--- config.mk ---
export PLATFORM = sky130hd
export DESIGN_NAME = aea_apparent_energy_accumulator
export DESIGN_NICKNAME = d
export VERILOG_FILES = /design/src/aea_pkg.sv /design/src/aea_apparent_energy_accumulator.sv /design/src/aea_wave_capture.sv
export SDC_FILE = /design/constraint.sdc
export NUM_CORES = 2
export LEC_CHECK = 0
export BUFFER_PORTS_ARGS = -buffer_cell sky130_fd_sc_hd__buf_2
export CAP_MARGIN = 25
export CELL_PAD_IN_SITES_DETAIL_PLACEMENT = 0
export CELL_PAD_IN_SITES_GLOBAL_PLACEMENT = 1
export CORE_MARGIN = 3
export CORE_UTILIZATION = 25
export DETAILED_ROUTE_END_ITERATION = 6
export PLACE_DENSITY = 0.54
export SKIP_CTS_REPAIR_TIMING = 1
export SYNTH_ARGS = -nofsm -noshare
export SYNTH_HDL_FRONTEND = slang
export SYNTH_SLANG_ARGS = --single-unit
export TNS_END_PERCENT = 30
--- constraint.sdc ---
create_clock -name core_clk -period 13.95 [get_ports core_clk]
set_clock_uncertainty 0.05 [all_clocks]
set_input_delay 0 -clock core_clk [delete_from_list [all_inputs] [get_ports core_clk]]
set_output_delay 0 -clock core_clk [all_outputs]
set_load 0.005 [all_outputs]
--- src/aea_pkg.sv ---
// Package: constants, register map and carrier types of the apparent energy accumulator
package aea_pkg;

   // ---------------------------------------------------------------------
   // Timing
   // ---------------------------------------------------------------------
   localparam int AEA_CLK_PERIOD_NS = 40;
   localparam int AEA_SAMPLE_PERIOD_NS = 125000;
   localparam int AEA_SAMPLE_CYCLES = AEA_SAMPLE_PERIOD_NS / AEA_CLK_PERIOD_NS;
   localparam int AEA_TICK_W = 12;

   // ---------------------------------------------------------------------
   // Widths
   // ---------------------------------------------------------------------
   localparam int AEA_PHASES = 3;
   localparam int AEA_SAMPLE_W = 24;
   localparam int AEA_WAVE_REGS = 16;
   localparam int AEA_ACC1_W = 49;
   localparam int AEA_ADDR_W = 5;

   // ---------------------------------------------------------------------
   // Register word indices
   // ---------------------------------------------------------------------
   localparam logic [4:0] AEA_REG_THR_HIGH = 5'h00;
   localparam logic [4:0] AEA_REG_THR_LOW = 5'h01;
   localparam logic [4:0] AEA_REG_ENERGY_A = 5'h02;
   localparam logic [4:0] AEA_REG_ENERGY_B = 5'h03;
   localparam logic [4:0] AEA_REG_ENERGY_C = 5'h04;
   localparam logic [4:0] AEA_REG_LINE_CYCLE_CONFIG = 5'h05;
   localparam logic [4:0] AEA_REG_ACCUMULATION_CONFIG = 5'h06;
   localparam logic [4:0] AEA_REG_HALF_CYCLE_COUNT = 5'h07;
   localparam logic [4:0] AEA_REG_STATUS_WORD_ZERO = 5'h08;
   localparam logic [4:0] AEA_REG_INTERRUPT_MASK_ZERO = 5'h09;
   localparam logic [4:0] AEA_REG_WAVE_BASE = 5'h10;

   // ---------------------------------------------------------------------
   // Field positions
   // ---------------------------------------------------------------------
   localparam int AEA_LC_APPARENT_ENABLE_BIT = 2;
   localparam int AEA_LC_ZX_SEL_LSB = 3;
   localparam int AEA_LC_CLEAR_ON_READ_BIT = 6;
   localparam int AEA_ACC_PHASE_SEL_LSB = 4;
   localparam int AEA_HALF_FULL_BIT = 4;
   localparam int AEA_DATA_READY_BIT = 17;
   localparam int AEA_HALF_FULL_WATCH_BIT = 30;
   localparam logic [1:0] AEA_PHASE_SEL_B_ZERO = 2'h1;

   // ---------------------------------------------------------------------
   // Reset values
   // ---------------------------------------------------------------------
   localparam logic [23:0] AEA_THR_HIGH_RESET = 24'h000000;
   localparam logic [23:0] AEA_THR_LOW_RESET = 24'h000001;
   localparam logic [7:0] AEA_LINE_CYCLE_CONFIG_RESET = 8'h78;
   localparam logic [7:0] AEA_ACCUMULATION_CONFIG_RESET = 8'h00;
   localparam logic [15:0] AEA_HALF_CYCLE_COUNT_RESET = 16'hffff;
   localparam logic [31:0] AEA_MASK_RESET = 32'h00000000;

   // ---------------------------------------------------------------------
   // Types
   // ---------------------------------------------------------------------
   typedef enum logic [1:0] {
      AEA_SIZE_8 = 2'b00,
      AEA_SIZE_16 = 2'b01,
      AEA_SIZE_32 = 2'b10
   } aea_size_e;

   typedef struct packed {
      logic wr;
      logic rd;
      logic [AEA_ADDR_W-1:0] addr;
      aea_size_e size;
      logic [31:0] wdata;
   } aea_host_req_s;

   typedef logic signed [AEA_SAMPLE_W-1:0] aea_sample_t;

   typedef struct packed {
      aea_sample_t [AEA_PHASES-1:0] va;
      aea_sample_t [AEA_WAVE_REGS-1:0] wave;
   } aea_dsp_in_s;

endpackage : aea_pkg

--- src/aea_apparent_energy_accumulator.sv ---
// Apparent energy accumulator: two-stage VA-hour integration with register port
module aea_apparent_energy_accumulator
   import aea_pkg::*;
#(
   parameter int PHASES = AEA_PHASES
) (
   input wire logic core_clk,
   input wire logic rstn,
   input wire aea_host_req_s host_req,
   output logic [31:0] host_rdata,
   input wire aea_dsp_in_s dsp_in,
   input wire logic [2:0] zero_cross,
   output logic sample_tick,
   output logic interrupt_line_zero_n
);

   typedef struct packed {
      logic [AEA_TICK_W-1:0] tick_cnt;
      logic tick;
      logic [23:0] thr_high;
      logic [23:0] thr_low;
      logic signed [PHASES-1:0][AEA_ACC1_W-1:0] stage1;
      logic [PHASES-1:0][31:0] pulse_cnt;
      logic [PHASES-1:0][31:0] energy;
      logic [7:0] line_cycle_config;
      logic [7:0] accumulation_config;
      logic [15:0] half_cycle_count;
      logic [15:0] zc_seen;
      logic half_full;
      logic data_ready;
      logic [31:0] mask;
      logic [31:0] rdata;
      logic irq_n;
   } aea_state_s;

   aea_state_s st;
   aea_state_s next_st;

   logic [31:0] wave_word;
   logic wave_fresh;

   // ---------------------------------------------------------------------
   // Waveform sample registers
   // ---------------------------------------------------------------------
   aea_wave_capture #(
      .NREGS(AEA_WAVE_REGS)
   ) u_wave (
      .core_clk(core_clk),
      .rstn(rstn),
      .sample_tick(st.tick),
      .samples_in(dsp_in.wave),
      .read_index(host_req.addr[3:0]),
      .read_word(wave_word),
      .samples_fresh(wave_fresh)
   );

   // Byte lanes enabled by the transfer size
   function automatic logic [31:0] size_mask(input aea_size_e sz);
      case (sz)
         AEA_SIZE_8: size_mask = 32'h000000ff;
         AEA_SIZE_16: size_mask = 32'h0000ffff;
         AEA_SIZE_32: size_mask = 32'hffffffff;
         default: size_mask = 32'h00000000;
      endcase
   endfunction

   // ---------------------------------------------------------------------
   // Next state
   // ---------------------------------------------------------------------
   always_comb begin
      logic [AEA_ACC1_W-1:0] thr;
      logic signed [AEA_ACC1_W-1:0] sum;
      logic signed [AEA_ACC1_W-1:0] pw;
      logic [PHASES-1:0] pulse;
      logic [31:0] bump;
      logic [31:0] wmask;
      logic [31:0] rword;
      logic [31:0] wval;
      logic line_mode;
      logic clr_read;
      logic zc_hit;
      logic zc_done;
      logic hf_event;
      logic acc_read;
      logic [1:0] rd_phase;
      logic [15:0] zc_target;
      thr = '0;
      sum = '0;
      pw = '0;
      pulse = '0;
      bump = '0;
      wmask = '0;
      rword = '0;
      wval = '0;
      line_mode = 1'b0;
      clr_read = 1'b0;
      zc_hit = 1'b0;
      zc_done = 1'b0;
      hf_event = 1'b0;
      acc_read = 1'b0;
      rd_phase = '0;
      zc_target = '0;
      next_st = st;

      // Sample tick divider: one pulse per sample period
      next_st.tick = 1'b0;
      if (st.tick_cnt == AEA_TICK_W'(AEA_SAMPLE_CYCLES - 1)) begin
         next_st.tick_cnt = '0;
         next_st.tick = 1'b1;
      end else begin
         next_st.tick_cnt = st.tick_cnt + AEA_TICK_W'(1);
      end

      line_mode = st.line_cycle_config[AEA_LC_APPARENT_ENABLE_BIT];
      // Clear-on-read has no meaning once line cycle mode owns the update
      clr_read = st.line_cycle_config[AEA_LC_CLEAR_ON_READ_BIT] && !line_mode;
      thr = {1'b0, st.thr_high, st.thr_low};

      // First stage: threshold accumulator per phase
      for (int p = 0; p < PHASES; p++) begin
         pw = AEA_ACC1_W'(dsp_in.va[p]);
         if (p == 1 && st.accumulation_config[AEA_ACC_PHASE_SEL_LSB +: 2] ==
             AEA_PHASE_SEL_B_ZERO) begin
            pw = '0;
         end
         if (st.tick) begin
            sum = st.stage1[p] + pw;
            if (sum >= $signed(thr)) begin
               pulse[p] = 1'b1;
               sum = sum - $signed(thr);
            end
            next_st.stage1[p] = sum;
         end
      end

      // Second stage: pulse counters, wrap to zero
      for (int p = 0; p < PHASES; p++) begin
         bump = st.pulse_cnt[p] + 32'(pulse[p]);
         if (bump[AEA_HALF_FULL_WATCH_BIT] != st.pulse_cnt[p][AEA_HALF_FULL_WATCH_BIT]) begin
            hf_event = 1'b1;
         end
         next_st.pulse_cnt[p] = bump;
      end

      // Line cycle synchronisation
      zc_hit = |(zero_cross & st.line_cycle_config[AEA_LC_ZX_SEL_LSB +: 3]);
      zc_target = (st.half_cycle_count == 16'h0000) ? 16'h0001 : st.half_cycle_count;
      if (line_mode && zc_hit) begin
         if (st.zc_seen + 16'h0001 >= zc_target) begin
            zc_done = 1'b1;
            next_st.zc_seen = '0;
         end else begin
            next_st.zc_seen = st.zc_seen + 16'h0001;
         end
      end
      if (!line_mode) begin
         next_st.zc_seen = '0;
      end
      if (zc_done) begin
         for (int p = 0; p < PHASES; p++) begin
            next_st.energy[p] = next_st.pulse_cnt[p];
            next_st.pulse_cnt[p] = 32'(pulse[p]);
         end
      end

      // -------------------------------------------------------------------
      // Register reads
      // -------------------------------------------------------------------
      acc_read = host_req.rd && host_req.addr >= AEA_REG_ENERGY_A &&
                 host_req.addr <= AEA_REG_ENERGY_C;
      rd_phase = 2'(host_req.addr - AEA_REG_ENERGY_A);
      case (host_req.addr)
         AEA_REG_THR_HIGH: rword = {8'h00, st.thr_high};
         AEA_REG_THR_LOW: rword = {8'h00, st.thr_low};
         AEA_REG_ENERGY_A, AEA_REG_ENERGY_B, AEA_REG_ENERGY_C: begin
            rword = line_mode ? st.energy[rd_phase] : st.pulse_cnt[rd_phase];
         end
         AEA_REG_LINE_CYCLE_CONFIG: rword = {24'h000000, st.line_cycle_config};
         AEA_REG_ACCUMULATION_CONFIG: rword = {24'h000000, st.accumulation_config};
         AEA_REG_HALF_CYCLE_COUNT: rword = {16'h0000, st.half_cycle_count};
         AEA_REG_STATUS_WORD_ZERO: begin
            rword = '0;
            rword[AEA_HALF_FULL_BIT] = st.half_full;
            rword[AEA_DATA_READY_BIT] = st.data_ready;
         end
         AEA_REG_INTERRUPT_MASK_ZERO: rword = st.mask;
         default: begin
            rword = (host_req.addr >= AEA_REG_WAVE_BASE) ? wave_word : 32'h00000000;
         end
      endcase
      if (host_req.rd) begin
         next_st.rdata = rword & size_mask(host_req.size);
      end
      if (acc_read && !line_mode) begin
         // Visible copy taken at the access
         next_st.energy[rd_phase] = st.pulse_cnt[rd_phase];
         if (clr_read) begin
            // A pulse landing in the read cycle is kept, not lost
            next_st.pulse_cnt[rd_phase] = 32'(pulse[rd_phase]);
         end
      end

      // -------------------------------------------------------------------
      // Register writes; narrow writes touch only the low lanes
      // -------------------------------------------------------------------
      wmask = size_mask(host_req.size);
      if (host_req.wr) begin
         case (host_req.addr)
            AEA_REG_THR_HIGH: begin
               wval = ({8'h00, st.thr_high} & ~wmask) | (host_req.wdata & wmask);
               next_st.thr_high = wval[23:0];
            end
            AEA_REG_THR_LOW: begin
               wval = ({8'h00, st.thr_low} & ~wmask) | (host_req.wdata & wmask);
               next_st.thr_low = wval[23:0];
            end
            AEA_REG_LINE_CYCLE_CONFIG: begin
               if (wmask[0]) begin
                  next_st.line_cycle_config = host_req.wdata[7:0];
               end
            end
            AEA_REG_ACCUMULATION_CONFIG: begin
               if (wmask[0]) begin
                  next_st.accumulation_config = host_req.wdata[7:0];
               end
            end
            AEA_REG_HALF_CYCLE_COUNT: begin
               wval = ({16'h0000, st.half_cycle_count} & ~wmask) | (host_req.wdata & wmask);
               next_st.half_cycle_count = wval[15:0];
            end
            AEA_REG_STATUS_WORD_ZERO: begin
               wval = host_req.wdata & wmask;
               if (wval[AEA_HALF_FULL_BIT]) begin
                  next_st.half_full = 1'b0;
               end
               if (wval[AEA_DATA_READY_BIT]) begin
                  next_st.data_ready = 1'b0;
               end
            end
            AEA_REG_INTERRUPT_MASK_ZERO: begin
               next_st.mask = (st.mask & ~wmask) | (host_req.wdata & wmask);
            end
            default: begin
               next_st.mask = st.mask;
            end
         endcase
      end

      // Set wins over a same-cycle clear, independent of the mask
      if (hf_event) begin
         next_st.half_full = 1'b1;
      end
      if (wave_fresh) begin
         next_st.data_ready = 1'b1;
      end

      next_st.irq_n = !((next_st.half_full && st.mask[AEA_HALF_FULL_BIT]) ||
                        (next_st.data_ready && st.mask[AEA_DATA_READY_BIT]));
   end

   // ---------------------------------------------------------------------
   // State register
   // ---------------------------------------------------------------------
   always_ff @(posedge core_clk or negedge rstn) begin
      if (!rstn) begin
         st <= '0;
         st.thr_high <= AEA_THR_HIGH_RESET;
         st.thr_low <= AEA_THR_LOW_RESET;
         st.line_cycle_config <= AEA_LINE_CYCLE_CONFIG_RESET;
         st.accumulation_config <= AEA_ACCUMULATION_CONFIG_RESET;
         st.half_cycle_count <= AEA_HALF_CYCLE_COUNT_RESET;
         st.mask <= AEA_MASK_RESET;
         st.irq_n <= 1'b1;
      end else begin
         st <= next_st;
      end
   end

   assign host_rdata = st.rdata;
   assign sample_tick = st.tick;
   assign interrupt_line_zero_n = st.irq_n;

endmodule // aea_apparent_energy_accumulator

--- src/aea_wave_capture.sv ---
// Waveform sample registers: capture on each sample tick, sign-extended word read-out
module aea_wave_capture
   import aea_pkg::*;
#(
   parameter int NREGS = AEA_WAVE_REGS
) (
   input wire logic core_clk,
   input wire logic rstn,
   input wire logic sample_tick,
   input wire aea_sample_t [NREGS-1:0] samples_in,
   input wire logic [3:0] read_index,
   output logic [31:0] read_word,
   output logic samples_fresh
);

   typedef struct packed {
      aea_sample_t [NREGS-1:0] samples;
      logic fresh;
   } aea_wave_state_s;

   aea_wave_state_s st;
   aea_wave_state_s next_st;

   // ---------------------------------------------------------------------
   // Capture
   // ---------------------------------------------------------------------
   always_comb begin
      next_st = st;
      next_st.fresh = 1'b0;
      if (sample_tick) begin
         next_st.samples = samples_in;
         next_st.fresh = 1'b1;
      end
   end

   always_ff @(posedge core_clk or negedge rstn) begin
      if (!rstn) begin
         st <= '0;
      end else begin
         st <= next_st;
      end
   end

   // Sign bit 23 fills the top byte on the read word
   assign read_word = {{8{st.samples[read_index][AEA_SAMPLE_W-1]}},
                       st.samples[read_index]};
   assign samples_fresh = st.fresh;

endmodule // aea_wave_capture

## Word level (Yosys, flattened, before mapping)

Cells that the tools add are included.

- Register bits after elaboration: 900
- Input port bits: 502
- Output and inout bits: 34
- Logic and storage cells: 161

- Add/subtract/negate cells: 12
- $lt $le $gt $ge: 10
- Equality and inequality tests: 17
- Mux-type cells: 49
- Bitwise operators: 12
- Reduce and logical (&&, ||, !) cells: 22

Operators with widths:

| cell | count |
|---|---|
| $mux 192 | 2 |
| $pmux 32 s8 | 1 |
| $mux 32 | 7 |
| $mux 49 | 4 |
| $bwmux 96 | 2 |
| $add 49x49->49 | 3 |
| $ge 49x49->1 | 3 |
| $sub 49x49->49 | 3 |
| $bmux 32 s2 | 2 |
| $add 32x1->32 | 3 |
| $and 32x32->32 | 3 |
| $bmux 24 s4 | 1 |
| $mux 96 | 1 |
| $pmux 32 s3 | 1 |
| $demux 32 s2 | 1 |
| $mux 16 | 4 |
| $and 24x24->24 | 2 |
| $or 24x24->24 | 2 |
| $mux 34 | 1 |
| $not 32->32 | 1 |
| $or 32x32->32 | 1 |
| $mux 24 | 1 |
| $eq 5x3->1 const B | 4 |
| $mux 1 | 18 |
| other kinds (33) | 51 |

## Depth between registers and ports, before layout

- Word-level depth: 14
- Gate-level depth with buffers: 40
- Mapped depth without buffers: 38

## Hierarchy

From an unflattened synthesis, not the netlist that was laid out.

- Cell total of the unflattened synthesis: 6127
- Area total of the unflattened synthesis: 59186.8 µm²

By module, submodules not included:

| module | times used | cells an instance | area an instance (µm²) | sequential area each (µm²) |
|---|---|---|---|---|
| aea_apparent_energy_accumulator | 1 | 5102 | 42152.9 | 12914.9 |
| aea_wave_capture | 1 | 1025 | 17033.8 | 9634.2 |

## Least setup slack after synthesis

No wires, ideal clock.

- Path type: reg2reg
- From: reg st[103] in the netlist's numbering
- To: reg st[175] in the netlist's numbering
- Setup time: 83 ps
- Arrival time: 7415 ps
- Required time: 13817 ps
- Path slack: 6403 ps
- Cell stages (with the launch flop): 39
- Buffers on the path: 2
- Clock period less this slack: 7547 ps
- Cells stage by stage: dfrtp_1 nand2b_1 and2_0 ha_1 clkbuf_1 a21oi_1 o211ai_1 a41oi_1 nand2_1 a31o_2 nand2_1 o31a_1 o21bai_1 xor2_1 ha_1 clkbuf_1 and3_1 and3_1 [3 not listed] a31oi_1 a41oi_1 nor2_2 nand2_1 inv_1 ha_1 ha_1 and3_1 nand3_1 nor2_1 nand4_1 inv_1 nand4_1 nor2_1 nand3_1 xor2_1 a211o_1 o21ai_0

RTL lines:

| what | line | text |
|---|---|---|
| start, declared | aea_apparent_energy_accumulator.sv:36 | `aea_state_s st;` |
| start signal, assigned | aea_apparent_energy_accumulator.sv:275 | `st <= next_st;` |

==> qor.csv <==
stage;metric;value;unit
sta;Pins Over Slew Limit;0;
drt;WL/cell;23.0;um
logic_synthesis;sequential area share after synthesis;38.3;%
logic_synthesis;syn_nets;6806;
layout;layout net count;7978;
global_routing;number of antenna violations at the first check in global routing;59;
drt;DRC errors left;0;
place;Port Buffers;535;
clocking;maximum root-to-sink buffer count;3;
layout;share of post-route cells with drive strength above 1;20.7;%
setup_path;largest stage delay on the critical path;0.50;ns
setup_path;CP required;14.52;ns
sta;Setup TNS;0;ns
clocking;clock root cell;clkbuf_16;
floorplanning;die area;0.241;sq mm
logic_synthesis;fraction of registers with async set/reset;100;%
logic_synthesis;Cells after Synth;5983;
clocking;CTS sink cnt;900;
setup_path;Worst Path Arrival;10.32;ns
logic_synthesis;number of synthesized flops with an enable pin;0;
floorplanning;Core Rows;177;
logic_synthesis;post-synth top area share;37.3;%
outcome;failing checks;negative hold slack;
place;HPWL after detailed placement;173;mm
floorplanning;core area;0.233;sq mm
sta;Tightest Pin Transition;1.10;ns
layout;final instance area;0.0767;sq mm
floorplanning;Starting Density;25.2;%
floorplanning;Die Y;491;um
floorplanning;io pins;536;
setup_path;Setup CP Type;flip-flop to flip-flop;
layout;Layout area overhead;30.4;%
global_routing;first-pass GRT wire length;341;mm
drt;via density per instance;5.06;
setup_path;Worst setup EP type;flip-flop;
setup_path;Critical Path Source Type;flip-flop;
clocking;Clk Latency, worst-skew pair;0.77;ns
global_routing;remaining global-route overflow;0;
logic_synthesis;Post-Syn Area;0.0589;sq mm
place;gpl congestion;0.861;
clocking;CTS tree;yes;
sta;Slew HR;26.5;%
setup_path;most frequent CP cell;ha_1;
sta;Final Setup Violations;0;
logic_synthesis;Syn Area/Cell;9.84;sq um
sta;Hold Fails Final Rpt;6;
sta;fin crit period;9.75;ns
logic_synthesis;Yosys reg bits;900;
global_routing;vias in the first global route;49400;
layout;Fillers;23800;
drt;1st-iter DRT viols;4067;
drt;vias;52700;
global_routing;Total GRT Usage;18.7;%
clocking;clock slew at reported path FFs;0.07;ns
sta;worst hold-check slack;-0.0513;ns
sta;RSZ-0062 raised after global routing;no;
logic_synthesis;predominant post-synthesis flop cell;dfrtp_1;
logic_synthesis;total of warnings raised by yosys;0;
place;total placed instance area;0.0647;sq mm
setup_path;crit-path max FO;24;
clocking;# H-tree levels;3;
logic_synthesis;Cell variety after synth;83;
logic_synthesis;most numerous cell in the Yosys netlist;dfrtp_1;
power_and_ir_drop;Pwr Density;116;mW/mm^2
logic_synthesis;most common library cells after synthesis;dfrtp_1, mux2_2, a21oi_1;
job;max cap viols;0;
sta;period utilization;69.9;%
sta;Max Fclk;0.103;GHz
power_and_ir_drop;Leak Pwr;34.4;nW
floorplanning;die width;491;um
setup_path;CP max stage cell;nor2_1;
outcome;status;finished with violations;
clocking;CTS Buf Count;113;
drt;post-route ant nets;0;
drt;final wirelength;240;mm
drt;1st-pass router iterations;6;
min_path;Hold Path Class;input pin to flip-flop;
power_and_ir_drop;total power;8.92;mW
logic_synthesis;largest cells by area after synthesis;dfrtp_1, mux2_2, ha_1, mux4_2, a21oi_1;
logic_synthesis;Synth area leader;dfrtp_1;
global_routing;pin count of the biggest net entering global routing;176;
power_and_ir_drop;VDD IR max;101;uV
-- where the power goes --
part | switching, mW | internal [mW] | leakage, nW
combinational | 1.74 | 1.19 | 20.8
sequential | 0.121 | 2.79 | 11.7
clock | 1.29 | 1.78 | 1.88
-- final timing paths --
check                                  from               endpoint  slack, ns  cells after the start
worst max register to register      st[104]                st[177]       4.20                     39
min in group asynchronous              rstn         u_wave.st[222]       0.35                      4
worst min register to register    flip-flop  interrupt_line_zero_n       0.41                      1
worst min-delay path            dsp_in[452]                st[425]      -0.05                      5
worst max-delay path                st[104]                st[177]       4.20                     39
max in group asynchronous              rstn                st[330]      11.01                      6
-- worst max-delay path: cells and delay by family, from the launching register on --
kind / cells / cell delay (ns)
and+or+nand+nor: 14 / 3.39
DFF: 1 / 0.38
adders and majority gates: 5 / 1.26
buffers and inverters: 4 / 0.65
xor gates and xnor gates: 2 / 0.39
AOI/OAI and AO/OA: 14 / 3.41
-- cell families (layout without fill, tap and decap cells) --
kind of cell | count (synthesis) | after routing | synth area share (%)
compound gates | 1611 | 1611 | 17.6
xor+xnor | 364 | 364 | 5.44
flops | 900 | 900 | 38.3
other cells | 0 | 32 | 0
buf+inv | 594 | 1860 | 4.02
mux | 739 | 739 | 16.2
fa+ha+maj | 321 | 321 | 6.90
simple gates | 1454 | 1454 | 11.5
-- per-stage QoR --
stage	hold slack (ns)	setup WS, ns	std cells	utilization (%)
6_report	-0.0513	4.20	10400	32.9
5_1_grt	-0.0315	3.44	10400	32.9
4_1_cts	-0.884	4.19	9572	29.3
3_5_place_dp	-0.00998	4.23	9363	27.7
3_3_place_gp	-0.0121	4.23	9363	27.7
2_1_floorplan	-0.346	6.40	5983	-
-- metal layers --
metal / up-vias / GRT usage, % / part of all wire, %
met2: 1379 / 30.5 / 47
met5: - / 0 / 0.038
li1: 24400 / - / -
met4: 14 / 5.31 / 3.0
met3: 327 / 2.67 / 4.6
met1: 26500 / 25.8 / 46
-- layout by cell type, fill, tap and decap left out, types with 42 or more instances in the layout --
cell           netlist  layout
mux2_2             511     511
nand4_1             77      77
xor2_1             139     139
nor3_1              65      62
a221oi_1            58      58
nand3_1            206     206
buf_4               32      66
nand2_1            364     360
clkbuf_16            0     114
and2_1              42      42
nor2_1             447     445
dfrtp_1            878     877
inv_1              236     235
dlygate4sd3_1        0     804
a21oi_1            459     458
o21ai_0            335     334
a31oi_1            112     111
o21bai_1            55      55
a21o_1             165     165
and3_1              78      78
nand2b_1            45      45
xnor2_1            224     224
ha_1               315     315
mux2i_1            108     108
mux4_2             120     120
buf_2               12     532
o211ai_1           101     101
-- area by class of cell --
cell class | count | area (sq um) | share of cell area (%)
Tap cell | 3132 | 3920 | 5.11
Clock inverter | 46 | 589 | 0.768
Multi-Input combinational cell | 4489 | 34000 | 44.4
Inverter | 237 | 890 | 1.16
Sequential cell | 900 | 22600 | 29.4
Clock buffer | 163 | 3210 | 4.18
Timing Repair Buffer | 1414 | 11500 | 14.9
Antenna cell | 32 | 80.1 | 0.104
No activity file was read; power rests on OpenSTA's default activity.
